[src/common/mfts_pkg.sv]
// Constants, types and helpers for the memory fault test sequencer
package mfts_pkg;
   localparam int ADDR_W = 6;
   localparam int DATA_W = 8;
   localparam int GRP_W  = 3;
   localparam int STEP_W = 4;
   localparam int RET_W  = 17;

   localparam logic [STEP_W-1:0] SEL_LAST   = 4'h9;
   localparam logic [STEP_W-1:0] RDEN_LAST  = 4'h5;
   localparam logic [STEP_W-1:0] WREC_LAST  = 4'h5;
   localparam logic [STEP_W-1:0] MARCH_LAST = 4'h4;
   localparam logic [2:0]        BG_LAST    = 3'h7;
   localparam logic [GRP_W-1:0]  GRP_LAST   = 3'h7;
   localparam logic [ADDR_W-1:0] ADDR_LAST  = 6'h3F;
   localparam logic [DATA_W-1:0] ONES       = 8'hFF;
   localparam logic [DATA_W-1:0] ZEROS      = 8'h00;

   localparam int CLK_PERIOD_NS = 100;
   localparam int PAUSE_TIME_US = 10000;
   localparam int PAUSE_CYCLES  = PAUSE_TIME_US * 1000 / CLK_PERIOD_NS;

   typedef enum logic [3:0] {
      ST_IDLE  = 4'h0,
      ST_SEL   = 4'h1,
      ST_RDEN  = 4'h2,
      ST_WREC  = 4'h3,
      ST_INIT  = 4'h4,
      ST_UP    = 4'h5,
      ST_DOWN  = 4'h6,
      ST_PAUSE = 4'h7,
      ST_DONE  = 4'h8
   } mfts_state_t;

   // Three-bit pattern repeated along the word: every bit triple sees it
   function automatic logic [DATA_W-1:0] bg_word(input logic [2:0] p);
      logic [DATA_W-1:0] w;
      w = ZEROS;
      for (int i = 0; i < DATA_W; i++) begin
         w[i] = p[i % 3];
      end
      return w;
   endfunction
endpackage

[src/mfts_sequencer.sv]
// Memory fault test sequencer driving a two-port SRAM
`timescale 1ns/1ps
module mfts_sequencer #(
   parameter int unsigned PAUSE_CYCLES = mfts_pkg::PAUSE_CYCLES
) (
   input  wire logic                        clk,
   input  wire logic                        resetn,
   input  wire logic                        start,
   input  wire logic                        output_hold_when_deselected,
   input  wire logic                        output_hold_when_read_disabled,
   input  wire logic                        pause_en,
   output logic                             busy,
   output logic                             done,
   output logic                             fail,
   output logic                             a_sel,
   output logic                             a_re,
   output logic                             a_we,
   output logic [mfts_pkg::ADDR_W-1:0]      a_addr,
   output logic [mfts_pkg::DATA_W-1:0]      a_wdata,
   input  wire logic [mfts_pkg::DATA_W-1:0] a_rdata,
   output logic                             b_sel,
   output logic                             b_re,
   output logic [mfts_pkg::ADDR_W-1:0]      b_addr
);
   logic [1:0]                    rst_sync_q;
   logic                          rst_n;
   mfts_pkg::mfts_state_t         state_q, state_d, resume_q, resume_d;
   logic [mfts_pkg::STEP_W-1:0]   step_q, step_d;
   logic [mfts_pkg::ADDR_W-1:0]   cnt_q, cnt_d;
   logic [2:0]                    bg_q, bg_d;
   logic [mfts_pkg::RET_W-1:0]    ret_q, ret_d;
   logic                          a_sel_q, a_sel_d, a_re_q, a_re_d, a_we_q, a_we_d;
   logic [mfts_pkg::ADDR_W-1:0]   a_addr_q, a_addr_d, b_addr_q, b_addr_d;
   logic [mfts_pkg::DATA_W-1:0]   a_wdata_q, a_wdata_d, exp_q, exp_d, exp2_q, exp2_d;
   logic                          b_sel_q, b_sel_d, b_re_q, b_re_d;
   logic                          strb_q, strb_d, strb2_q, strb2_d, fail_q, fail_d;
   logic                          g_row, g_we, g_re, g_sel, g_one;
   logic                          m_rd, m_inv;
   logic [mfts_pkg::DATA_W-1:0]   m_pat;
   logic [2:0]                    nb_row;
   mfts_pkg::mfts_state_t         after_grp;

   // Reset released through two flops, asserted at once
   always_ff @(posedge clk or negedge resetn) begin
      if (!resetn) begin
         rst_sync_q <= 2'h0;
      end else begin
         rst_sync_q <= {rst_sync_q[0], 1'b1};
      end
   end
   assign rst_n = rst_sync_q[1];

   always_comb begin
      state_d   = state_q;
      resume_d  = resume_q;
      step_d    = step_q;
      cnt_d     = cnt_q;
      bg_d      = bg_q;
      ret_d     = ret_q;
      a_sel_d   = 1'b0;
      a_re_d    = 1'b0;
      a_we_d    = 1'b0;
      a_addr_d  = a_addr_q;
      a_wdata_d = a_wdata_q;
      b_sel_d   = 1'b0;
      b_re_d    = 1'b0;
      b_addr_d  = b_addr_q;
      strb_d    = 1'b0;
      exp_d     = exp_q;
      g_row     = 1'b0;
      g_we      = 1'b0;
      g_sel     = 1'b1;
      g_one     = 1'b0;
      g_re      = 1'b1;
      after_grp = state_q;
      m_rd      = (step_q == 4'h0) || (step_q == 4'h1) || (step_q == 4'h4);
      // Steps 2..4 carry the inverse; descending pass swaps polarity
      m_inv     = (step_q >= 4'h2) ^ (state_q == mfts_pkg::ST_DOWN);
      m_pat     = mfts_pkg::bg_word(bg_q) ^ (m_inv ? mfts_pkg::ONES : mfts_pkg::ZEROS);
      // Neighbour row next in this pass holds the opposite data, except from the last row, where it wraps to the visited first row
      nb_row    = (state_q == mfts_pkg::ST_DOWN) ? cnt_q[4:2] - 3'h1 : cnt_q[4:2] + 3'h1;
      unique case (state_q)
         mfts_pkg::ST_IDLE, mfts_pkg::ST_DONE: begin
            if (start) begin
               step_d = 4'h0;
               cnt_d  = 6'h00;
               bg_d   = 3'h0;
               if (output_hold_when_deselected) begin
                  state_d = mfts_pkg::ST_SEL;
               end else if (output_hold_when_read_disabled) begin
                  state_d = mfts_pkg::ST_RDEN;
               end else begin
                  state_d = mfts_pkg::ST_WREC;
               end
            end
         end
         mfts_pkg::ST_SEL, mfts_pkg::ST_RDEN, mfts_pkg::ST_WREC: begin
            if (state_q == mfts_pkg::ST_SEL) begin
               // Deselected reads rely on the output holding the last read
               unique case (step_q)
                  4'h0: begin g_we = 1'b1; g_one = 1'b1; end
                  4'h1: begin g_we = 1'b1; g_row = 1'b1; end
                  4'h2: begin g_one = 1'b1; end
                  4'h3: begin g_row = 1'b1; end
                  4'h4: begin g_sel = 1'b0; end
                  4'h5: begin g_sel = 1'b0; g_we = 1'b1; end
                  4'h6: begin g_one = 1'b1; end
                  4'h7: begin g_sel = 1'b0; g_row = 1'b1; g_one = 1'b1; end
                  4'h8: begin g_sel = 1'b0; g_we = 1'b1; g_row = 1'b1; g_one = 1'b1; end
                  default: begin g_row = 1'b1; end
               endcase
               after_grp = output_hold_when_read_disabled ? mfts_pkg::ST_RDEN
                                                          : mfts_pkg::ST_WREC;
            end else if (state_q == mfts_pkg::ST_RDEN) begin
               // Disabled reads expect the held value of the previous read
               unique case (step_q)
                  4'h0: begin g_we = 1'b1; g_one = 1'b1; end
                  4'h1: begin g_we = 1'b1; g_row = 1'b1; end
                  4'h2: begin g_one = 1'b1; end
                  4'h3: begin g_re = 1'b0; g_row = 1'b1; g_one = 1'b1; end
                  4'h4: begin g_row = 1'b1; end
                  default: begin g_re = 1'b0; end
               endcase
               after_grp = mfts_pkg::ST_WREC;
            end else begin
               // Read of row A follows the row B write at once
               unique case (step_q)
                  4'h0: begin g_we = 1'b1; g_one = 1'b1; end
                  4'h1: begin g_we = 1'b1; g_row = 1'b1; end
                  4'h2: begin g_one = 1'b1; end
                  4'h3: begin g_we = 1'b1; end
                  4'h4: begin g_we = 1'b1; g_row = 1'b1; g_one = 1'b1; end
                  default: begin end
               endcase
               after_grp = mfts_pkg::ST_INIT;
            end
            a_sel_d   = g_sel;
            a_we_d    = g_we;
            a_re_d    = g_re && !g_we;
            // Rows 0 and 1 only; bank and column come from the group counter
            a_addr_d  = {cnt_q[2], 2'b00, g_row, cnt_q[1:0]};
            a_wdata_d = g_one ? mfts_pkg::ONES : mfts_pkg::ZEROS;
            strb_d    = !g_we;
            exp_d     = g_one ? mfts_pkg::ONES : mfts_pkg::ZEROS;
            step_d    = step_q + 4'h1;
            if ((state_q == mfts_pkg::ST_SEL && step_q == mfts_pkg::SEL_LAST) ||
                (state_q == mfts_pkg::ST_RDEN && step_q == mfts_pkg::RDEN_LAST) ||
                (state_q == mfts_pkg::ST_WREC && step_q == mfts_pkg::WREC_LAST)) begin
               step_d = 4'h0;
               cnt_d  = {3'h0, cnt_q[2:0] + 3'h1};
               if (cnt_q[2:0] == mfts_pkg::GRP_LAST) begin
                  cnt_d   = 6'h00;
                  state_d = after_grp;
               end
            end
         end
         mfts_pkg::ST_INIT: begin
            a_sel_d   = 1'b1;
            a_we_d    = 1'b1;
            a_addr_d  = cnt_q;
            a_wdata_d = mfts_pkg::bg_word(bg_q);
            cnt_d     = cnt_q + 6'h01;
            if (cnt_q == mfts_pkg::ADDR_LAST) begin
               cnt_d = 6'h00;
               if (pause_en) begin
                  state_d  = mfts_pkg::ST_PAUSE;
                  resume_d = mfts_pkg::ST_UP;
               end else begin
                  state_d = mfts_pkg::ST_UP;
               end
            end
         end
         mfts_pkg::ST_UP, mfts_pkg::ST_DOWN: begin
            // Read twice, write inverse twice, read back: disturb then transition
            a_sel_d   = 1'b1;
            a_we_d    = !m_rd;
            a_re_d    = m_rd;
            a_addr_d  = cnt_q;
            a_wdata_d = m_pat;
            strb_d    = m_rd;
            exp_d     = m_pat;
            // Shadow port reads the same row, or the column's neighbour row next in pass order, wrapping within the bank
            b_sel_d   = 1'b1;
            b_re_d    = 1'b1;
            b_addr_d  = m_rd ? cnt_q
                             : {cnt_q[5], nb_row, cnt_q[1:0]};
            step_d    = step_q + 4'h1;
            if (step_q == mfts_pkg::MARCH_LAST) begin
               step_d = 4'h0;
               if (state_q == mfts_pkg::ST_UP) begin
                  cnt_d = cnt_q + 6'h01;
                  if (cnt_q == mfts_pkg::ADDR_LAST) begin
                     // Descending pass starts from the top address
                     cnt_d = mfts_pkg::ADDR_LAST;
                     if (pause_en) begin
                        state_d  = mfts_pkg::ST_PAUSE;
                        resume_d = mfts_pkg::ST_DOWN;
                     end else begin
                        state_d = mfts_pkg::ST_DOWN;
                     end
                  end
               end else begin
                  cnt_d = cnt_q - 6'h01;
                  if (cnt_q == 6'h00) begin
                     cnt_d   = 6'h00;
                     bg_d    = bg_q + 3'h1;
                     state_d = (bg_q == mfts_pkg::BG_LAST) ? mfts_pkg::ST_DONE
                                                           : mfts_pkg::ST_INIT;
                  end
               end
            end
         end
         mfts_pkg::ST_PAUSE: begin
            // Memory left idle so leaking cells lose their charge
            ret_d = ret_q + 17'h00001;
            if (ret_q >= mfts_pkg::RET_W'(PAUSE_CYCLES - 1)) begin
               ret_d   = 17'h00000;
               state_d = resume_q;
               cnt_d   = (resume_q == mfts_pkg::ST_DOWN) ? mfts_pkg::ADDR_LAST : 6'h00;
            end
         end
         default: begin
            state_d = mfts_pkg::ST_IDLE;
         end
      endcase
      // Read lands one cycle after the port flops; compare follows it
      strb2_d = strb_q;
      exp2_d  = exp_q;
      // A start refused while busy leaves the flag alone
      fail_d  = (strb2_q && (a_rdata != exp2_q)) || (fail_q && !(start && !busy));
   end

   // One operation issued per clock, nothing stretched
   always_ff @(posedge clk or negedge rst_n) begin
      if (!rst_n) begin
         state_q   <= mfts_pkg::ST_IDLE;
         resume_q  <= mfts_pkg::ST_IDLE;
         step_q    <= 4'h0;
         cnt_q     <= 6'h00;
         bg_q      <= 3'h0;
         ret_q     <= 17'h00000;
         a_sel_q   <= 1'b0;
         a_re_q    <= 1'b0;
         a_we_q    <= 1'b0;
         a_addr_q  <= 6'h00;
         a_wdata_q <= 8'h00;
         b_sel_q   <= 1'b0;
         b_re_q    <= 1'b0;
         b_addr_q  <= 6'h00;
         strb_q    <= 1'b0;
         strb2_q   <= 1'b0;
         exp_q     <= 8'h00;
         exp2_q    <= 8'h00;
         fail_q    <= 1'b0;
      end else begin
         state_q   <= state_d;
         resume_q  <= resume_d;
         step_q    <= step_d;
         cnt_q     <= cnt_d;
         bg_q      <= bg_d;
         ret_q     <= ret_d;
         a_sel_q   <= a_sel_d;
         a_re_q    <= a_re_d;
         a_we_q    <= a_we_d;
         a_addr_q  <= a_addr_d;
         a_wdata_q <= a_wdata_d;
         b_sel_q   <= b_sel_d;
         b_re_q    <= b_re_d;
         b_addr_q  <= b_addr_d;
         strb_q    <= strb_d;
         strb2_q   <= strb2_d;
         exp_q     <= exp_d;
         exp2_q    <= exp2_d;
         fail_q    <= fail_d;
      end
   end

   assign a_sel   = a_sel_q;
   assign a_re    = a_re_q;
   assign a_we    = a_we_q;
   assign a_addr  = a_addr_q;
   assign a_wdata = a_wdata_q;
   assign b_sel   = b_sel_q;
   assign b_re    = b_re_q;
   assign b_addr  = b_addr_q;
   assign fail    = fail_q;
   assign busy    = (state_q != mfts_pkg::ST_IDLE) && (state_q != mfts_pkg::ST_DONE);
   // Done waits for the last compares still in flight
   assign done    = (state_q == mfts_pkg::ST_DONE) && !strb_q && !strb2_q;
endmodule

[config.mk]
export PLATFORM = sky130hd
export DESIGN_NAME = mfts_sequencer
export DESIGN_NICKNAME = d
export VERILOG_FILES = /design/src/common/mfts_pkg.sv /design/src/mfts_sequencer.sv
export SDC_FILE = /design/constraint.sdc
export NUM_CORES = 1
export LEC_CHECK = 0
export BUFFER_PORTS_ARGS = -buffer_cell sky130_fd_sc_hd__buf_4
export CORE_ASPECT_RATIO = 0.8
export CORE_MARGIN = 2
export CORE_UTILIZATION = 30
export DETAILED_ROUTE_END_ITERATION = 16
export PLACE_DENSITY = 0.42
export REMOVE_ABC_BUFFERS = 1
export SLEW_MARGIN = 10
export SYNTH_ARGS = -nofsm -noshare
export SYNTH_HDL_FRONTEND = slang
export SYNTH_SLANG_ARGS = --single-unit
[constraint.sdc]
create_clock -name clk -period 4 [get_ports clk]
set_input_delay 0.2 -clock clk [delete_from_list [all_inputs] [get_ports clk]]
set_output_delay 0.2 -clock clk [all_outputs]
set_load 0.1 [all_outputs]
# == After elaboration in Yosys (flattened, before gate mapping) ==
# Cells that the tools add are included.
# op_classes
add_sub_neg,8
n_mul,0
div,0
magnitude_cmp,2
n_eq_ne,37
shifts,0
muxes,80
bitwise,2
reduce_logical,52
# op_table
op,count
$mux W4,20
$mux W6,9
$eq A4 B3 Y1 const B,9
$pmux W6 S5,1
$mux W1,26
$ne A2 B2 Y1 const B,12
$pmux W8 S3,1
$mux W3,7
$pmux W4 S5,1
$add A17 B1 Y17 const B,1
$ge A17 B17 Y1 const B,1
$mux W17,1
$eq A4 B2 Y1 const B,4
$mux W8,2
$pmux W8 S2,1
$reduce_or A4 Y1,4
$reduce_or A3 Y1,5
$eq A4 B4 Y1 const B,3
$pmux W4 S3,1
$pmux W6 S2,1
$logic_and A1 B1 Y1,10
$reduce_and A5 Y1,2
$reduce_or A5 Y1,2
$add A3 B1 Y3 const B,3
31 further kinds,54
# totals
register_bits,83
latch_bits,0
ramBits,0
mem_bits_ro,0
in_bits,14
out_inout_bits,28
word_cells,200
n_memories,0

# == Longest topological paths before layout ==
# logic_depth
word_depth,9
depth_mapped,10
depth_no_buf,8

# == Worst setup path before layout ==
# Ideal clock, no wire load.
# synth_timing
path_type,flip-flop to output port
startpoint,reg state_q[1]
endpoint,out done
t_arrival_ps,4560
required_time_ps,3800
setup_slack_ps,-760
stages_incl_launch_ff,5
path_buffers,1
cell_sequence,dfrtp_1 clkbuf_1 nor3_1 inv_1 nor4_1
# synth_via
elab_chain_len,3
# synth_rtl
item,line,source
from (decl),mfts_sequencer.sv:27,"mfts_pkg::mfts_state_t state_q, state_d, resume_q, resume_d;"
from (signal assigned),mfts_sequencer.sv:236,state_q <= mfts_pkg::ST_IDLE;
from (signal assigned),mfts_sequencer.sv:256,state_q <= state_d;
$eq A4 B4 Y1,mfts_sequencer.sv:289,assign done = (state_q == mfts_pkg::ST_DONE) && !strb_q && !strb2_q;
$logic_and A1 B1 Y1 (2 in a row),mfts_sequencer.sv:289,
to (decl),mfts_sequencer.sv:13,"output logic done,"
# Every way passes these cells.

# == Final worst setup path ==
# layout_timing
startpoint,reg state_q[3]
endpoint,reg state_q[0]
# layout_via
elab_chain_len,6
elab_cells_between_ends,33
cone_classes,eq/ne (16); mux (7); reduce/logical (10)
# layout_rtl
item,line,source
$eq A4 B2 Y1 or $eq A4 B1 Y1 (tied branches),-,
$mux W3 (tied with other cells),mfts_sequencer.sv:114,end else if (state_q == mfts_pkg::ST_RDEN) begin
$mux W4 or $logic_or A1 B1 Y1 (tied branches),"mfts_sequencer.sv:98, mfts_sequencer.sv:146",
$mux W4 or $logic_or A1 B1 Y1 (tied branches),"mfts_sequencer.sv:151, mfts_sequencer.sv:147",
$mux W4 or $ne A2 B2 Y1 (tied branches),-,
$pmux W4 S5 or $reduce_and A8 Y1 (tied branches),-,
# Parallel ways exist; a longest one is shown, timed or not. The select of a mux whose other input is x is not followed.
# A chain may end at the register's enable or synchronous reset.

==> out/metrics.csv <==
metric;value;unit
grt_pass1_vias;3315;
dpl-instance-area;0.00449;sq mm
placeableCoreArea;0.0134;sq mm
n_fill_cell;1400;
netlist_top_cells_area;sky130_fd_sc_hd__dfrtp_1, sky130_fd_sc_hd__o21ai_0, sky130_fd_sc_hd__nand2_1;
die_area;0.0145;sq mm
final_net_count;508;
drt_first_pass_iters;4;
global_route.usage.total;0.163;
timing.fmax;317;MHz
synthToLayoutAreaGrowth;17.7;%
routed_wirelength;11300;microns
timing.setup.critical_path_class;flop to flop;
holdCritPathClass;input port to asynchronous set/reset pin;
ratio_of_cells_with_drive_above_1_in_the_final_layout;0.162;
path_clk_slew;0.05;ns
ys_types;63;
routabilityCongestion;0.840;
die_h;108;microns
cp_slowest_stage_delay;0.69;ns
finish.instance_area;0.00479;sq mm
port-buffer-count;41;
area.sequential;0.00168;sq mm
finalClockSkew;0.00701;ns
tritoncts;built;
remaining_drc_errors;0;
finalCriticalPeriod;3.16;ns
cp_capture_type;flop;
syn_avg_cell_area;8.91;sq um
clockRootBuffer;sky130_fd_sc_hd__clkbuf_16;
grt_setup_unrepaired;false;
cp_max_fo;15;
post_synth_instance_area;0.00407;sq mm
global_route.overflow_total;0;
final_hold_viol_count;0;
routed_wire_length_per_instance;17.0;microns
vias_per_cell;5.31;
worstMarginPinSlew;0.865;ns
area_used_by_multi_input_combinational_logic;0.00216;sq mm
grt_pass1_wl;18400;microns
die_x;134;microns
ant_diodes;0;
ys_async_sr_fraction;1.00;
finalSetupViolCount;0;
yosys-top-cells-count;sky130_fd_sc_hd__dfrtp_1, sky130_fd_sc_hd__nand2_1, sky130_fd_sc_hd__o21ai_0;
floorplan.initialDensity;0.304;
cts-buffers-inserted;9;
pin_count;42;
cts_sinks;67;
postCtsSetupBuffers;0;
synth_cells;457;
synth_enable_flop_cells;0;
min_period_over_period;0.790;
worst_ep_required_time;4.23;ns
crit_family;compound AO/OA/AOI/OAI gates;
maxSlewViolCount;0;
cpMaxStageDelayCell;sky130_fd_sc_hd__dfrtp_1;
synth.top_cell.area_share;0.412;
via_count_of_the_routed_design;3550;
max_slew_margin;0.419;
max_cap_violations;0;
cp.buffers_inverters;1;
standard_cell_rows;38;
cp_data_arrival_time;3.39;ns
insertion_delay;0.34;ns
pin_count_of_the_biggest_net_entering_global_routing;39;
clock_tree.buffer_depth;2;
synth.most_common_cell;sky130_fd_sc_hd__dfrtp_1;
dpl.hpwl;8140;microns
synth.yosys.seq_area_share;0.412;
detail_route.iter0.violations;211;
antenna_left;0;
synth_largest_area_cell;sky130_fd_sc_hd__dfrtp_1;
grt_antenna_before_repair;0;
setup.worst_path.start_class;flop;
outcome;completed;
final.setup.tns;0;ns
cts_htree_levels;3;
synth_seq_cells;67;
finalCoreUtilization;0.357;
critical_path.cell_chain;nand2b_1 > a21o_1 > inv_1 > a32oi_4 > o21ai_2 > a221oi_4 > mux2_2;
postSynth.topFlopCell;sky130_fd_sc_hd__dfrtp_1;
ys_warn_count;0;
==> area by class of cell <==
| cell class | instances | area share |
|---|---|---|
| clock buffers | 14 | 0.0530 |
| clock inverters | 2 | 0.00731 |
| inverters | 19 | 0.0149 |
| multi-input cells | 337 | 0.450 |
| flip-flops and latches | 67 | 0.350 |
| well taps | 180 | 0.0470 |
| repair buffers | 49 | 0.0773 |
==> per-stage QoR <==
stage / hold slack, ns / instances / worst slack [ns]
final: 0.177 / 668 / 0.841
after global placement: -0.0166 / 651 / 0.943
after CTS: 0.161 / 668 / 0.874
after global routing: 0.168 / 668 / 0.602
after floorplan: -0.0956 / 423 / -0.756
after detailed placement: -0.0150 / 651 / 0.866
==> layout by cell type (no fill, tap or decap), types with 3 or more instances in the layout <==
| cell type | instances |
|---|---|
| sky130_fd_sc_hd__nor2_1 | 29 |
| sky130_fd_sc_hd__a221o_1 | 3 |
| sky130_fd_sc_hd__and3_1 | 8 |
| sky130_fd_sc_hd__nor3_1 | 10 |
| sky130_fd_sc_hd__and4_1 | 3 |
| sky130_fd_sc_hd__dfrtp_1 | 66 |
| sky130_fd_sc_hd__ha_1 | 10 |
| sky130_fd_sc_hd__nor2b_1 | 6 |
| sky130_fd_sc_hd__o21ai_0 | 45 |
| sky130_fd_sc_hd__o211ai_1 | 5 |
| sky130_fd_sc_hd__nand2_1 | 49 |
| sky130_fd_sc_hd__mux2_2 | 7 |
| sky130_fd_sc_hd__a21o_1 | 6 |
| sky130_fd_sc_hd__clkbuf_1 | 4 |
| sky130_fd_sc_hd__a31oi_1 | 14 |
| sky130_fd_sc_hd__or3_1 | 10 |
| sky130_fd_sc_hd__mux2i_1 | 6 |
| sky130_fd_sc_hd__o22a_1 | 6 |
| sky130_fd_sc_hd__a22o_1 | 8 |
| sky130_fd_sc_hd__nand4_1 | 5 |
| sky130_fd_sc_hd__nand2b_1 | 5 |
| sky130_fd_sc_hd__a21oi_1 | 27 |
| sky130_fd_sc_hd__and2_1 | 3 |
| sky130_fd_sc_hd__o21a_1 | 3 |
| sky130_fd_sc_hd__inv_1 | 19 |
| sky130_fd_sc_hd__a41oi_1 | 3 |
| sky130_fd_sc_hd__nand3_1 | 13 |
| sky130_fd_sc_hd__clkbuf_16 | 9 |
| sky130_fd_sc_hd__nor4_1 | 5 |
| sky130_fd_sc_hd__xnor2_1 | 7 |
| sky130_fd_sc_hd__buf_4 | 48 |
==> routing by layer <==
metal,part of all wire,GRT usage,up-vias
met1,0.53,0.248,1704
li1,-,-,1723
met5,0,0,-
met2,0.41,0.219,110
met4,0.014,0.0609,0
met3,0.053,0.0394,13
==> state kept, by name, summed over array words and instances, names as in the netlist, 2 cells and up <==
signal	cells
ret_q	17
a_addr	6
b_addr	6
cnt_q	6
state_q	4
step_q	4
a_wdata	3
bg_q	3
exp2_d	3
exp2_q	3
resume_q	3
rst_sync_q	2
==> path summary, 6_finish.rpt <==
kind	cells after the start	to	slack, ns	startpoint
setup reg to reg	7	state_q[0]	0.84	state_q[3]
hold reg to reg	0	cnt_q[3]	0.28	rst_sync_q[1]
max in group asynchronous	1	step_q[3]	2.77	rst_sync_q[1]
hold / removal	2	rst_sync_q[1]	0.18	resetn
setup / recovery	7	state_q[0]	0.84	state_q[3]
min in group clk	4	fail	0.25	a_rdata[6]
==> cell families after synthesis <==
logic type | share of synthesized area
adders and majority gates | 0.0357
buffers and inverters | 0.0578
and+or+nand+nor | 0.198
DFF | 0.412
AOI/OAI and AO/OA | 0.244
other | 0.000921
xor gates and xnor gates | 0.0172
muxes | 0.0341
==> repair_timing <==
item,CTS,global route
hold buffers,1,0
endpoints found under the hold margin,2,0
resized for setup,0,0
Power is left out: the tool's default activity adds up to more than one toggle a clock period on the data nets, which glitch-free logic cannot reach.
